File: config.mk
export PLATFORM = sky130hd
export DESIGN_NAME = tcc_timer8
export DESIGN_NICKNAME = d
export VERILOG_FILES = /design/src/tcc_pkg.sv /design/src/tcc_cmp_if.sv /design/src/tcc_compare_ch.sv /design/src/tcc_timer8.sv
export SDC_FILE = /design/constraint.sdc
export NUM_CORES = 1
export LEC_CHECK = 0
export BUFFER_PORTS_ARGS = -buffer_cell sky130_fd_sc_hd__buf_2
export CORE_MARGIN = 3
export CORE_UTILIZATION = 50
export CTS_BUF_LIST = sky130_fd_sc_hd__clkbuf_4
export DETAILED_ROUTE_END_ITERATION = 8
export HOLD_SLACK_MARGIN = 0.03
export PLACE_DENSITY = 0.74
export SLEW_MARGIN = 10
export SYNTH_ARGS = -nofsm -noshare
export SYNTH_HDL_FRONTEND = slang
export SYNTH_SLANG_ARGS = --single-unit
File: constraint.sdc
create_clock -name clock -period 2.7 [get_ports clock]
set_input_delay 0.405 -clock clock [delete_from_list [all_inputs] [get_ports clock]]
set_output_delay 0.405 -clock clock [all_outputs]
set_load 0.05 [all_outputs]
File: src/tcc_pkg.sv
// Purpose: constants and types for the 8-bit timer/counter with compare
// Assumes: one 100 MHz system clock, synchronous active-high reset
// Notes: control and status bits are plain ports, no register bus
// Operation
// zero count raises bottom indication
// count 255 is the maximum
// top is maximum or compare A by mode
// counter and compare registers are 8 bits
// flags in one register, masked individually
// tick from prescaled clock or external edge
// clock select zero stops the counter
// each tick clears, increments or decrements
// software counter write beats clear or count
// 3-bit mode split over two controls
// overflow flag set per mode, requests interrupt
// continuous compare against both registers
// match sets compare flag next tick
// flag cleared by service or writing one
// compare double buffered in PWM modes only
// buffer copied to active at top/bottom
// writes reach buffer or active register
// force strobe updates output, no flag/clear
// counter write blocks next tick match
// software avoids writing counter equal compare
// output state kept across mode changes
// output action field takes effect immediately
// clock select encodings 1..7 as listed
// modes 0 normal, 2 clear, 3/7 fast PWM
// reset clears output compare state
// counter, compares, buffers, flags reset zero
package tcc_pkg;
  localparam logic [7:0] TCC_BOTTOM   = 8'h00;
  localparam logic [7:0] TCC_MAX      = 8'hff;
  localparam logic [7:0] TCC_RST_BYTE = 8'h00;
  localparam logic [2:0] CS_STOP      = 3'h0;
  localparam logic [2:0] CS_DIV1      = 3'h1;
  localparam logic [2:0] CS_DIV8      = 3'h2;
  localparam logic [2:0] CS_DIV64     = 3'h3;
  localparam logic [2:0] CS_DIV256    = 3'h4;
  localparam logic [2:0] CS_DIV1024   = 3'h5;
  localparam logic [2:0] CS_EXT_FALL  = 3'h6;
  localparam logic [2:0] CS_EXT_RISE  = 3'h7;
  localparam logic [2:0] WM_NORMAL    = 3'h0;
  localparam logic [2:0] WM_CLEAR     = 3'h2;
  localparam logic [2:0] WM_FAST_MAX  = 3'h3;
  localparam logic [2:0] WM_FAST_A    = 3'h7;
  localparam logic [1:0] ACT_NONE     = 2'h0;
  localparam logic [1:0] ACT_TOGGLE   = 2'h1;
  localparam logic [1:0] ACT_CLEAR    = 2'h2;
  localparam logic [1:0] ACT_SET      = 2'h3;
  localparam int         PRE_W        = 10;
  localparam int         FLAG_OVF     = 0;
  localparam int         FLAG_CMPA    = 1;
  localparam int         FLAG_CMPB    = 2;
endpackage

File: src/tcc_cmp_if.sv
// Purpose: carries counter state from counter to compare channels
// Assumes: all signals on the system clock
// Notes: one instance per compare channel
interface tcc_cmp_if;
  import tcc_pkg::*;
  logic [7:0] count;
  logic       tick;
  logic       blocked;
  logic       pwm;
  logic       at_top;
  logic       at_bottom;
  logic       fast;
  logic       match;
  logic [7:0] active;
  modport ctr (output count, tick, blocked, pwm, at_top, at_bottom, fast,
               input match, active);
  modport chn (input count, tick, blocked, pwm, at_top, at_bottom, fast,
               output match, active);
endinterface

File: src/tcc_compare_ch.sv
// Purpose: one output compare channel
// Assumes: wr strobes are one-cycle pulses from same clock
// Notes: wave state is never touched by mode changes
module tcc_compare_ch (
  input  wire logic       clock,
  input  wire logic       srst,
  tcc_cmp_if.chn          cb,
  input  wire logic       cmp_wr,
  input  wire logic [7:0] cmp_wdata,
  input  wire logic [1:0] action,
  input  wire logic       force_strobe,
  output logic [7:0]      cmp_rdata,
  output logic            wave_r,
  output logic            flag_set
);
  import tcc_pkg::*;
  logic [7:0] active_r;
  logic [7:0] buf_r;
  logic       wave_nxt;
  wire        do_match;
  wire        is_match;
  wire        load_buf;

  function automatic logic apply(input logic [1:0] a, input logic w);
    unique case (a)
      ACT_NONE:   apply = w;
      ACT_TOGGLE: apply = ~w;
      ACT_CLEAR:  apply = 1'b0;
      ACT_SET:    apply = 1'b1;
    endcase
  endfunction

  ////////////////////////////////////////////////////////////////////////
  assign is_match  = (cb.count == active_r);
  assign cb.match  = is_match;
  assign cb.active = active_r;
  // match lands on the tick after detection unless a counter write blocks
  assign do_match  = cb.tick & is_match & ~cb.blocked;
  assign flag_set  = do_match;
  assign load_buf  = cb.pwm & cb.tick & (cb.at_top | cb.at_bottom);
  assign cmp_rdata = cb.pwm ? buf_r : active_r;

  always_comb begin
    wave_nxt = wave_r;
    if (force_strobe && !cb.pwm) begin
      wave_nxt = apply(action, wave_r);
    end else if (do_match) begin
      if (cb.fast) begin
        // simplified pwm: clear or set on match per high action bit
        wave_nxt = action[1] ? action[0] : wave_r;
      end else begin
        wave_nxt = apply(action, wave_r);
      end
    end else if (cb.fast && cb.tick && cb.at_bottom && action[1]) begin
      wave_nxt = ~action[0];
    end
  end

  ////////////////////////////////////////////////////////////////////////
  always_ff @(posedge clock) begin
    if (srst) begin
      active_r <= TCC_RST_BYTE;
      buf_r    <= TCC_RST_BYTE;
      wave_r   <= 1'b0;
    end else begin
      if (cmp_wr && !cb.pwm) active_r <= cmp_wdata;
      else if (load_buf) active_r <= buf_r;
      if (cmp_wr) buf_r <= cmp_wdata;
      wave_r <= wave_nxt;
    end
  end
endmodule

File: src/tcc_timer8.sv
// Purpose: 8-bit timer/counter with two compare channels
// Assumes: software strobes are one-cycle pulses on the system clock
// Notes: prescaler is local and free running; ext input is a pin
module tcc_timer8 (
  input  wire logic              clock,
  input  wire logic              srst,
  input  wire logic              external_count_input,
  input  wire logic [2:0]        clock_select_field,
  input  wire logic              waveform_mode_bit0,
  input  wire logic              waveform_mode_bit1,
  input  wire logic              waveform_mode_bit2,
  input  wire logic              counter_wr,
  input  wire logic [7:0]        counter_wdata,
  input  wire logic              compare_a_wr,
  input  wire logic [7:0]        compare_a_wdata,
  input  wire logic              compare_b_wr,
  input  wire logic [7:0]        compare_b_wdata,
  input  wire logic [1:0]        output_action_a,
  input  wire logic [1:0]        output_action_b,
  input  wire logic              force_compare_strobe_a,
  input  wire logic              force_compare_strobe_b,
  input  wire logic [2:0]        timer_irq_mask_reg,
  input  wire logic              flag_wr,
  input  wire logic [2:0]        flag_wdata,
  input  wire logic [2:0]        irq_ack,
  output logic [7:0]             counter_value,
  output logic [7:0]             compare_value_a,
  output logic [7:0]             compare_value_b,
  output logic [2:0]             timer_flag_reg,
  output logic [2:0]             irq_req,
  output logic                   bottom,
  output logic                   waveform_out_a,
  output logic                   waveform_out_b
);
  import tcc_pkg::*;

  tcc_cmp_if ca ();
  tcc_cmp_if cb ();

  logic [7:0]       cnt_r;
  logic [7:0]       cnt_nxt;
  logic [PRE_W-1:0] pre_r;
  logic [2:0]       ext_sync_r;
  logic             blk_r;
  logic [2:0]       flag_r;
  logic [2:0]       flag_nxt;
  logic [2:0]       irq_r;
  logic             bottom_r;
  logic [7:0]       cmpa_rd_r;
  logic [7:0]       cmpb_rd_r;
  logic [7:0]       cmpa_rd;
  logic [7:0]       cmpb_rd;
  logic             set_a;
  logic             set_b;
  logic             wave_a;
  logic             wave_b;
  logic [2:0]       wmode;
  logic             tick;
  logic             is_pwm;
  logic             is_fast;
  logic             top_is_a;
  logic [7:0]       top_val;
  logic             at_top;
  logic             at_max;
  logic             at_bot;
  logic             ovf_set;
  logic             ext_rise;
  logic             ext_fall;
  logic             pre_tap;

  function automatic logic tap_hit(input logic [PRE_W-1:0] p,
                                   input int              bits);
    logic [PRE_W-1:0] m;
    m = PRE_W'((1 << bits) - 1);
    tap_hit = ((p & m) == m);
  endfunction

  ////////////////////////////////////////////////////////////////////////
  // mode and top decode
  assign wmode    = {waveform_mode_bit2, waveform_mode_bit1,
                     waveform_mode_bit0};
  assign is_fast  = (wmode == WM_FAST_MAX) || (wmode == WM_FAST_A);
  // any mode with a low bit set is a pwm flavour
  assign is_pwm   = wmode[0];
  assign top_is_a = (wmode == WM_CLEAR) || (wmode == WM_FAST_A);
  assign top_val  = top_is_a ? ca.active : TCC_MAX;
  assign at_top   = (cnt_r == top_val);
  assign at_max   = (cnt_r == TCC_MAX);
  assign at_bot   = (cnt_r == TCC_BOTTOM);

  ////////////////////////////////////////////////////////////////////////
  // tick source; ext_sync_r[0] feeds only ext_sync_r[1]
  assign ext_rise = ext_sync_r[1] & ~ext_sync_r[2];
  assign ext_fall = ~ext_sync_r[1] & ext_sync_r[2];

  always_comb begin
    unique case (clock_select_field)
      CS_STOP:     pre_tap = 1'b0;
      CS_DIV1:     pre_tap = 1'b1;
      CS_DIV8:     pre_tap = tap_hit(pre_r, 3);
      CS_DIV64:    pre_tap = tap_hit(pre_r, 6);
      CS_DIV256:   pre_tap = tap_hit(pre_r, 8);
      CS_DIV1024:  pre_tap = tap_hit(pre_r, 10);
      CS_EXT_FALL: pre_tap = ext_fall;
      CS_EXT_RISE: pre_tap = ext_rise;
    endcase
  end
  assign tick = pre_tap;

  ////////////////////////////////////////////////////////////////////////
  // counter next value
  always_comb begin
    cnt_nxt = cnt_r;
    ovf_set = 1'b0;
    if (counter_wr) begin
      cnt_nxt = counter_wdata;
    end else if (tick) begin
      if (wmode == WM_CLEAR && at_top) begin
        cnt_nxt = TCC_BOTTOM;
        ovf_set = at_max;
      end else if (is_fast && at_top) begin
        cnt_nxt = TCC_BOTTOM;
        ovf_set = 1'b1;
      end else if (is_pwm && !is_fast) begin
        // dual-slope modes are not built; modes 1 and 5 only count down
        cnt_nxt = 8'(cnt_r - 8'h01);
        ovf_set = at_bot;
      end else begin
        cnt_nxt = 8'(cnt_r + 8'h01);
        ovf_set = at_max;
      end
    end
  end

  ////////////////////////////////////////////////////////////////////////
  // channel wiring
  assign ca.count = cnt_r;
  assign ca.tick = tick;
  assign ca.blocked = blk_r;
  assign ca.pwm = is_pwm;
  assign ca.at_top = at_top;
  assign ca.at_bottom = at_bot;
  assign ca.fast = is_fast;
  assign cb.count = cnt_r;
  assign cb.tick = tick;
  assign cb.blocked = blk_r;
  assign cb.pwm = is_pwm;
  assign cb.at_top = at_top;
  assign cb.at_bottom = at_bot;
  assign cb.fast = is_fast;

  tcc_compare_ch u_cha (
    .clock        (clock),
    .srst         (srst),
    .cb           (ca.chn),
    .cmp_wr       (compare_a_wr),
    .cmp_wdata    (compare_a_wdata),
    .action       (output_action_a),
    .force_strobe (force_compare_strobe_a),
    .cmp_rdata    (cmpa_rd),
    .wave_r       (wave_a),
    .flag_set     (set_a)
  );

  tcc_compare_ch u_chb (
    .clock        (clock),
    .srst         (srst),
    .cb           (cb.chn),
    .cmp_wr       (compare_b_wr),
    .cmp_wdata    (compare_b_wdata),
    .action       (output_action_b),
    .force_strobe (force_compare_strobe_b),
    .cmp_rdata    (cmpb_rd),
    .wave_r       (wave_b),
    .flag_set     (set_b)
  );

  ////////////////////////////////////////////////////////////////////////
  // flags: hardware set wins over software or service clear
  always_comb begin
    flag_nxt = flag_r;
    if (flag_wr) flag_nxt = flag_nxt & ~flag_wdata;
    flag_nxt = flag_nxt & ~irq_ack;
    if (ovf_set) flag_nxt[FLAG_OVF] = 1'b1;
    if (set_a) flag_nxt[FLAG_CMPA] = 1'b1;
    if (set_b) flag_nxt[FLAG_CMPB] = 1'b1;
  end

  ////////////////////////////////////////////////////////////////////////
  always_ff @(posedge clock) begin
    if (srst) begin
      cnt_r      <= TCC_RST_BYTE;
      pre_r      <= '0;
      ext_sync_r <= '0;
      blk_r      <= 1'b0;
      flag_r     <= '0;
      irq_r      <= '0;
      bottom_r   <= 1'b0;
      cmpa_rd_r  <= TCC_RST_BYTE;
      cmpb_rd_r  <= TCC_RST_BYTE;
    end else begin
      cnt_r      <= cnt_nxt;
      pre_r      <= PRE_W'(pre_r + 1'b1);
      ext_sync_r <= {ext_sync_r[1:0], external_count_input};
      // block lasts until the next tick, even with clock stopped
      blk_r      <= counter_wr | (blk_r & ~tick);
      flag_r     <= flag_nxt;
      irq_r      <= flag_nxt & timer_irq_mask_reg;
      bottom_r   <= (cnt_nxt == TCC_BOTTOM);
      cmpa_rd_r  <= cmpa_rd;
      cmpb_rd_r  <= cmpb_rd;
    end
  end

  assign counter_value   = cnt_r;
  assign compare_value_a = cmpa_rd_r;
  assign compare_value_b = cmpb_rd_r;
  assign timer_flag_reg  = flag_r;
  assign irq_req         = irq_r;
  assign bottom          = bottom_r;
  assign waveform_out_a  = wave_a;
  assign waveform_out_b  = wave_b;
endmodule

==> reports/qor.yml, run 1 <==
clocking:
  cts_tree: "yes"
  clock_path_buffers: 2
  clkTransAtPathRegs_ns: 0.13
  root_buffer: "clkbuf_4"
  cts_setup_buffers: 0
  numCtsBuffers: 9
  htreeDepth: 3
  clk_latency_ns: 0.42
  clock_sinks: 79
  cts_hold_buffers: 0
route:
  routedWlPerCell_um: 15.7
  wl_um: 9670
  drt_iter0_drc: 155
  dr.pass1.iters: 4
  wl_met1_um: 4540
  routed-via-count: 3417
  top_layer_used: "met4"
  viasPerCell: 5.57
  routed-wl-met2_um: 4350
  ant_nets: 0
  route.met3.wl_um: 594
  drc_errors: 0
pwr:
  p_per_area_mw_per_mm2: 522
  ir_worst_vdd_uv: 263
  pwr-share-comb_pct: 20.7
  p_int_uw: 1620
  p_sw_uw: 774
  switching_share_pct: 32.4
  p_leak_uw: 0.00196
  seqPwrFrac_pct: 53.7
  p_clk_share_pct: 25.6
global_route:
  overflow: 0
  grt.total_usage_pct: 22.8
  grt_pass1_vias: 3210
  grt_pass1_wl_um: 15700
  antenna_found_initial: 0
  grt_max_degree: 31
sta:
  finalHoldViolations: 0
  rsz0062_at_grt: "no"
  min_period_over_period_pct: 93.7
  fmax_mhz: 395
  layout_setup_ws_ns: 0.171
  relSlewSlack_pct: 59.7
  setup_viol: 0
  skew_ns: 0.0142
  tightest_slew_ns: 0.604
  slew_viol_final: 0
  fin_setup_tns_ns: 0
  fin_crit_ns: 2.53
setup_path:
  crit_arrival_ns: 2.87
  startpoint_type: "flip-flop"
  crit_top_cell: "ha_1"
  cp.required_ns: 3.04
  crit_chain: "ha_1 -> ha_1 -> nand2_1 -> mux2i_1 -> o21bai_1 -> and2_2 -> nor3_2 -> a222oi_1 -> nand3b_1 -> nor4_2"
  cp_max_fo: 9
  path_buf_inv: 0
  end_kind: "flip-flop"
  critical-path-max-stage-delay_ns: 0.38
  worstSetupPathType: "flip-flop to flip-flop"
  path_delay_family: "simple AND/OR/NAND/NOR gates"
  cp_slowest_cell: "and2_2"
synthesis:
  yosys.area.top_type: "dfxtp_1"
  ys_async_sr_fraction_pct: 0
  yosysWarnings: 0
  synth_area_per_cell_sq_um: 9.08
  synth_nets: 481
  synth_top_cell_area_share_pct: 40.9
  netlist_instances: 426
  synth-seq-cells: 79
  synthTopCellsByCount: "81 x nor2_1, 79 x dfxtp_1, 50 x mux2i_1, 20 x a211oi_1, 16 x nand2_1"
  synth_cell_type_count: 54
  synth_most_common_cell: "nor2_1"
  ys_seq_area_share_pct: 40.9
  ys_top_cells_by_area: "dfxtp_1 41%, mux2i_1 13%, nor2_1 7.9%"
  synth_edf_count: 0
  synthFlopType: "dfxtp_1"
  synth_area_sq_mm: 0.00387
floorplanning:
  core_area_sq_mm: 0.00737
  die_area_sq_mm: 0.00883
  top_level_ports: 85
  rows: 31
  die_w_um: 94.0
  die_h_um: 94.0
  start_util_pct: 52.5
finish:
  final_nets: 565
  syn_to_final_growth_pct: 18.3
  num-fill-cells: 658
  largest_reg_flops: 10
  ff_latch_area_sq_mm: 0.00158
  drive_gt1_share_pct: 26.2
  largest-register: "pre_r"
  antenna_cells: 0
  multi_input_comb_area_sq_mm: 0.00213
hold_path:
  hp-class: "input port to flip-flop"
place:
  io_buffers: 84
  pre_cts_slack_ns: 0.144
  hpwl_um: 7120
  gp_congestion: 0.910
run_status:
  status: "complete, no violations"
run:
  max_cap_viol_count: 0
[what timing repair did]
item | CTS | global route
endpoints found under the hold margin | 0 | 0
endpoints found under the setup margin | 0 | 9
resized for setup | 0 | 7
[power by group through the flow]
stage / Clock, uW / Combinational, uW / Sequential [uW]
6_report: 612 / 496 / 1280
3_5_place_dp: 0 / 487 / 1310
3_3_place_gp: 0 / 481 / 1300
5_1_grt: 685 / 536 / 1290
2_1_floorplan: 0 / 271 / 1370
4_1_cts: 638 / 489 / 1280
[routing by layer]
metal  vias up  global-route usage (%)
li1       1686                       -
met1      1595                    31.1
met2       119                    35.4
met3        17                    5.13
met4         0                    7.82
met5         -                       0
[kinds of logic after synthesis]
group | share of synthesized area, %
flops | 40.9
xor+xnor | 4.07
fa+ha+maj | 0.970
simple gates | 21.4
buf+inv | 4.72
compound gates | 15.0
mux | 12.9
[placed cells by master (no fill, tap or decap), types with 5 or more instances in the layout]
cell type  count
and2_1         5
and3_1         6
xor2_1         5
nand2b_1       9
buf_2         84
mux2i_1       50
clkbuf_4      10
a211oi_1      20
a31oi_1        6
nor3_1         7
inv_1         10
nand2_1       16
xnor2_1       13
dfxtp_1       77
a21oi_1       10
nor2_1        81
buf_4         14
o21ai_0        6
nor2b_1       12
nand3_1        9
[stage by stage]
step	std cells	util (%)	hold slack [ns]	cell area, sq um	power, uW
global route	614	62.1	0.161	4580	2510
finish	614	62.1	0.175	4580	2390
global placement	598	60.2	0.416	4440	1790
detailed placement	598	60.2	0.425	4440	1790
floorplan	426	-	0.414	3870	1640
CTS	614	61.7	0.142	4550	2410
[worst paths after layout]
check	from	endpoint	slack, ns	depth (start not counted)
setup / recovery	pre_r[0]$_SDFF_PP0_	bottom$_SDFF_PP0_	0.17	10
hold / removal	timer_irq_mask_reg[2]	irq_req[2]$_SDFF_PP0_	0.18	2
setup reg to reg	pre_r[0]$_SDFF_PP0_	bottom$_SDFF_PP0_	0.17	10
hold reg to reg	ext_sync_r[0]$_SDFF_PP0_	ext_sync_r[1]$_SDFF_PP0_	0.45	1
[layout make-up]
type / instances / share of cell area [%]
flip-flops and latches: 79 / 34.6
repair buffers: 101 / 12.8
clock inverters: 6 / 0.793
multi-input cells: 308 / 46.6
clock buffers: 10 / 1.64
well taps: 99 / 2.71
inverters: 11 / 0.902
Note: power is estimated with default switching activity, not from simulation.
==> inputs of run 2 (changes only) <==
==> constraint.sdc (replaced) <==
create_clock -name clock -period 2.4 [get_ports clock]
set_input_delay 0.36 -clock clock [delete_from_list [all_inputs] [get_ports clock]]
set_output_delay 0.36 -clock clock [all_outputs]
set_load 0.05 [all_outputs]
==> run 2 against run 1 <==
Net effect:
- the flow now finishes with violations (negative setup slack)
- register-to-register slack worse by 0.18 ns
- fmax grew 4.8%
- clock-buffer cell count unchanged
- sequential share of layout area fell by 1.9 points
- utilization grew 5.2 points
- cell area up 8.4%
- global-route usage up 0.34 points
- die area stayed put
- routed wire length grew 5.5%
- clock power increased by 52%
==> reports/qor.yml, run 2 (synthesized netlist as in run 1, its figures left out) <==
clocking:
  clkTransAtPathRegs_ns: 0.14  # about the same
  htreeDepth: 3  # unchanged
  root_buffer: "clkbuf_4"
  cts_tree: "yes"
  cts_hold_buffers: 0  # unchanged
  numCtsBuffers: 9  # unchanged
  clock_path_buffers: 2  # unchanged
  clock_sinks: 79  # unchanged
  clk_latency_ns: 0.43  # about the same
sta:
  fmax_mhz: 415  # +4.8%
  finalHoldViolations: 0  # unchanged
  fin_setup_tns_ns: -0.0122  # -0.0122 ns
  skew_ns: 0.0176  # +0.00340 ns
  fin_crit_ns: 2.41  # -0.117 ns
  setup_viol: 1  # +1
  min_period_over_period_pct: 101  # +6.8 points
  tightest_slew_ns: 0.676  # +0.0719 ns
  slew_viol_final: 0  # unchanged
  layout_setup_ws_ns: -0.0122  # -0.183 ns
  relSlewSlack_pct: 54.9  # -4.8 points
  rsz0062_at_grt: "yes"
floorplanning:
  die_w_um: 94.0  # unchanged
  start_util_pct: 52.5  # unchanged
  core_area_sq_mm: 0.00737  # unchanged
  rows: 31  # unchanged
  die_area_sq_mm: 0.00883  # unchanged
  die_h_um: 94.0  # unchanged
  top_level_ports: 85  # unchanged
route:
  dr.pass1.iters: 4  # unchanged
  viasPerCell: 5.40  # -2.9%
  routedWlPerCell_um: 15.9  # +0.85%
  drc_errors: 0  # unchanged
  routed-via-count: 3468  # +1.5%
  ant_nets: 0  # unchanged
  wl_um: 10200  # +5.5%
  drt_iter0_drc: 155  # unchanged
setup_path:
  end_kind: "flip-flop"
  startpoint_type: "flip-flop"
  cp.required_ns: 2.76  # -0.28 ns
  cp_max_fo: 10  # +1
  crit_arrival_ns: 2.78  # -0.09 ns
  worstSetupPathType: "flip-flop to flip-flop"
finish:
  drive_gt1_share_pct: 34.1  # +7.9 points
  syn_to_final_growth_pct: 28.2
  design_area_sq_mm: 0.00496  # +8.4%
  final_nets: 593  # +5.0%
  mostFrequentLayoutCells: "84 x buf_2, 81 x nor2_1, 64 x dfxtp_1, 50 x mux2i_1, 39 x buf_4"
  antenna_cells: 0  # unchanged
  layout_commonest_cell: "buf_2"
  largest_reg_flops: 10  # unchanged
  largest-register: "pre_r"
  fin_cells: 642  # +4.6%
run_status:
  violations: "negative setup slack"
  status: "complete, but fails checks"
global_route:
  grt_pass1_vias: 3360  # +4.7%
  antenna_found_initial: 0  # unchanged
  overflow: 0  # unchanged
  grt.total_usage_pct: 23.1  # +0.34 points
  grt_pass1_wl_um: 16100  # +2.8%
  grt_max_degree: 32  # +3.2%
pwr:
  ir_worst_vdd_uv: 394  # +50%
  p_leak_uw: 0.00216  # +10%
  p_per_area_mw_per_mm2: 604  # +16%
place:
  place_inst: 613  # +2.5%
  gp_congestion: 0.934  # +2.6%
  hpwl_um: 7280  # +2.2%
  dpl-instance-area_sq_mm: 0.00458  # +3.2%
  pre_cts_slack_ns: -0.139  # -0.283 ns
  io_buffers: 84  # unchanged
run:
  max_cap_viol_count: 0  # unchanged
hold_path:
  hp-class: "input port to flip-flop"
[run 2: cell count changes in the layout (fill, tap and decap cells not counted), moves of 3 or more]
cell and change:
dfxtp_2 +5, dfxtp_4 +8, nor2b_4 +3, dfxtp_1 -13, buf_4 +25
[run 2: report_power, final]
part / internal (uW) / leakage, uW / switching (uW)
clock network: 442 / 0.0000879 / 488
registers: 1380 / 0.000656 / 59.2
logic: 265 / 0.00142 / 361
[run 2: cell type report]
class	count	area [sq um]
Multi-Input combinational cell	308	2190
Clock inverter	6	91.3
Clock buffer	10	75.1
Timing Repair Buffer	129	821
Fill cell	620	2410
Tap cell	99	124
Inverter	11	43.8
Sequential cell	79	1620
[run 2: final timing paths]
path,start,end,slack [ns],cells after the start
hold / removal,timer_irq_mask_reg[2],irq_req[2]$_SDFF_PP0_,0.12,2
setup / recovery,u_cha.cb.active[4]$_SDFFE_PP0P_,counter_value[6]$_SDFF_PP0_,-0.01,11
setup reg to reg,u_cha.cb.active[4]$_SDFFE_PP0P_,counter_value[6]$_SDFF_PP0_,-0.01,11
hold reg to reg,pre_r[0]$_SDFF_PP0_,pre_r[0]$_SDFF_PP0_,0.44,1
[run 2: what timing repair did]
action                                  in CTS  in global routing
cloned                                       0                  1
pin swaps                                    2                 13
setup buffers                                1                 11
resized for setup                            4                 24
endpoints found under the setup margin       2                 19
[run 2: per-layer routing]
metal	GRT usage [%]	vias up	wire [um]
li1	-	1723	-
met4	5.78	0	95
met2	38.3	98	4890
met3	5.21	7	610
met5	0	-	0
met1	30.5	1640	4600
[run 2: through the flow]
stage | hold WS, ns | total power, uW | utilization [%]
6_report | 0.118 | 3000 | 67.3
5_1_grt | 0.113 | 3120 | 67.3
4_1_cts | 0.0998 | 2970 | 64.7
3_5_place_dp | 0.429 | 2040 | 62.2
3_3_place_gp | 0.419 | 2030 | 62.2
2_1_floorplan | 0.414 | 1850 | -
[run 2: critical path, cell delays in order (launching register included)]
cell and delay (ns):
dfxtp_2 0.34, buf_4 0.13, nand2b_1 0.14, o2111a_1 0.17, and3_1 0.19, o2111a_1 0.25, buf_4 0.18, nor4b_1 0.51
a221oi_2 0.09, buf_4 0.16, buf_4 0.12, nor2_1 0.08
==> inputs of run 3 (changes only) <==
--- a/config.mk
+++ b/config.mk
@@ -6,12 +6,15 @@
 export NUM_CORES = 1
 export LEC_CHECK = 0
 export BUFFER_PORTS_ARGS = -buffer_cell sky130_fd_sc_hd__buf_2
+export CAP_MARGIN = 20
+export CELL_PAD_IN_SITES_DETAIL_PLACEMENT = 1
+export CELL_PAD_IN_SITES_GLOBAL_PLACEMENT = 1
 export CORE_MARGIN = 3
-export CORE_UTILIZATION = 50
+export CORE_UTILIZATION = 42
 export CTS_BUF_LIST = sky130_fd_sc_hd__clkbuf_4
 export DETAILED_ROUTE_END_ITERATION = 8
 export HOLD_SLACK_MARGIN = 0.03
-export PLACE_DENSITY = 0.74
+export PLACE_DENSITY_LB_ADDON = 0.1
 export SLEW_MARGIN = 10
 export SYNTH_ARGS = -nofsm -noshare
 export SYNTH_HDL_FRONTEND = slang
==> run 3 against run 2 <==
Net effect:
- final cell count grew 0.16%
- sequential power is essentially flat
- register-to-register slack gained 0.02 ns
- clock skew shrank 0.00062 ns
- combinational power shrank 3%
- critical endpoint is now bottom$_SDFF_PP0_
- first-iteration DRC count shrank 16%
- routed wire length grew 13%
- sequential share of layout area grew 0.73 points
- the run now ends clean
- utilization shrank 13 points
==> reports/qor.yml, run 3 (synthesized netlist as in run 1, its figures left out) <==
global_route:
  antenna_found_initial: 0  # unchanged
  grt_max_degree: 59  # +84%
  grt.total_usage_pct: 22.3  # -0.83 points
  grt_pass1_wl_um: 18100  # +12%
  grt_pass1_vias: 3655  # +8.8%
  overflow: 0  # unchanged
hold_path:
  hp-class: "input port to flip-flop"
  min_from: "external_count_input"
clocking:
  root_buffer: "clkbuf_4"
  cts_hold_buffers: 0  # unchanged
  clock_path_buffers: 2  # unchanged
  clk_latency_ns: 0.43  # about the same
  htreeDepth: 3  # unchanged
  cts_tree: "yes"
  numCtsBuffers: 9  # unchanged
  clock_sinks: 79  # unchanged
  clkTransAtPathRegs_ns: 0.13  # about the same
finish:
  final_nets: 585  # -1.3%
  antenna_cells: 0  # unchanged
  mostFrequentLayoutCells: "84 x buf_2, 81 x nor2_1, 69 x dfxtp_1, 50 x mux2i_1, 33 x buf_4"
  syn_to_final_growth_pct: 24.9
  drive_gt1_share_pct: 31.8  # -2.3 points
  largest_reg_flops: 10  # unchanged
  fin_util_pct: 54.6  # -13 points
  layout_commonest_cell: "buf_2"
  largest-register: "pre_r"
pwr:
  p_clk_share_pct: 28.1  # -3.0 points
  switching_share_pct: 31.5  # +1.2 points
  pwr-share-comb_pct: 21.3  # +0.4 points
  ir_worst_vdd_uv: 365  # -7.2%
  p_sw_uw: 900  # -0.94%
  p_leak_uw: 0.00211  # -2.4%
  totalPowerFinal_uw: 2850  # -4.8%
  seqPwrFrac_pct: 50.5  # +2.5 points
  p_int_uw: 1950  # -6.4%
  p_per_area_mw_per_mm2: 590  # -2.3%
place:
  io_buffers: 84  # unchanged
  hpwl_um: 8410  # +16%
  pre_cts_slack_ns: -0.0944  # +0.0448 ns
  gp_congestion: 0.876  # -6.2%
route:
  routedWlPerCell_um: 17.9  # +13%
  routed-via-count: 3538  # +2.0%
  viasPerCell: 5.50  # +1.9%
  ant_nets: 0  # unchanged
  wl_met1_um: 5080  # +10%
  top_layer_used: "met4"
  drc_errors: 0  # unchanged
  route.met3.wl_um: 557  # -8.7%
  drt_iter0_drc: 130  # -16%
  routed-wl-met2_um: 5550  # +14%
  dr.pass1.iters: 4  # unchanged
  wl_um: 11500  # +13%
sta:
  relSlewSlack_pct: 69.5  # +15 points
  layout_setup_ws_ns: 0.00574  # +0.0179 ns
  setup_viol: 0  # -1
  min_period_over_period_pct: 99.8  # -0.75 points
  tightest_slew_ns: 0.458  # -0.218 ns
  fin_crit_ns: 2.39  # -0.0179 ns
  finalHoldViolations: 0  # unchanged
  fmax_mhz: 418  # +0.75%
  skew_ns: 0.0170  # -0.000615 ns
  slew_viol_final: 0  # unchanged
  rsz0062_at_grt: "yes"
setup_path:
  crit_chain: "nor2b_2 -> a2111oi_4 -> nand4_2 -> o41ai_4 -> buf_6 -> nor3_2 -> a222oi_1 -> nand3b_1 -> nor4_2"
  cp_max_fo: 5  # -5
  end_kind: "flip-flop"
  r2r_start: "u_cha.cb.active[4]$_SDFFE_PP0P_"
  reg2reg_depth: 9  # -2
  worstSetupPathType: "flip-flop to flip-flop"
  cp-endpoint: "bottom$_SDFF_PP0_"
  startpoint: "u_cha.cb.active[4]$_SDFFE_PP0P_"
  cp.required_ns: 2.74  # -0.02 ns
  worst_r2r_endpoint: "bottom$_SDFF_PP0_"
  cp_slowest_cell: "a222oi_1"
  startpoint_type: "flip-flop"
  critical-path-max-stage-delay_ns: 0.37  # -0.14 ns
  rrSetupSlack_ns: 0.006  # +0.02 ns
  crit_arrival_ns: 2.74  # -0.04 ns
floorplanning:
  die_w_um: 102  # +8.5%
  core_area_sq_mm: 0.00885  # +20%
  die_h_um: 102  # +8.5%
  die_area_sq_mm: 0.0104  # +18%
  rows: 34  # +9.7%
  start_util_pct: 43.7  # -8.8 points
  top_level_ports: 85  # unchanged
run:
  max_cap_viol_count: 0  # unchanged
run_status:
  status: "complete, no violations"
run 3: final cells by class:
type,count,area (sq um)
Sequential cell,79,1610
Clock inverter,6,58.8
Timing Repair Buffer,121,731
Multi-Input combinational cell,308,2180
Fill cell,1047,4010
Tap cell,108,135
Clock buffer,10,75.1
Inverter,11,41.3
run 3: repair_timing:
action	CTS	global route
pin swaps	3	7
cloned	0	1
setup endpoints to repair	6	15
resized for setup	7	14
buffers inserted	2	3
run 3: critical path, delay by kind of cell, from the launching register on:
family                 cells  cell delay (ns)
buffers and inverters      1             0.18
AO/OA/AOI/OAI              3             1.04
AND/OR/NAND/NOR            5             0.76
flip-flops                 1             0.33
run 3: power by group through the flow:
stage	Sequential [uW]	Combinational [uW]	Clock, uW
after floorplan	1540	310	0
after global placement	1460	570	0
after detailed placement	1470	581	0
after CTS	1440	592	825
after global routing	1450	661	890
final	1440	609	802
run 3: stage by stage:
stage          instance area (sq um)  std cells  hold slack [ns]  TNS [ns]
6_report                        4830        643            0.127         0
4_1_cts                         4750        639            0.101         0
2_1_floorplan                   3920        426            0.414   -0.0308
3_5_place_dp                    4570        621            0.456    -0.156
5_1_grt                         4830        643            0.106    -0.138
3_3_place_gp                    4570        621            0.434   -0.0144
run 3: per-layer routing:
metal / up-vias / track usage [%]
li1: 1714 / -
met2: 93 / 37.4
met3: 27 / 4.71
met1: 1704 / 28.0
met4: 0 / 8.68
met5: - / 0
run 3: worst min-delay path by stage:
stage	end	slack [ns]	depth (start not counted)
final	ext_sync_r[0]$_SDFF_PP0_	0.13	2
after global routing	irq_req[2]$_SDFF_PP0_	0.11	2
after CTS	irq_req[1]$_SDFF_PP0_	0.10	2
after detailed placement	ext_sync_r[1]$_SDFF_PP0_	0.46	1
after global placement	ext_sync_r[1]$_SDFF_PP0_	0.43	1
after floorplan	ext_sync_r[1]$_SDFF_PP0_	0.41	1
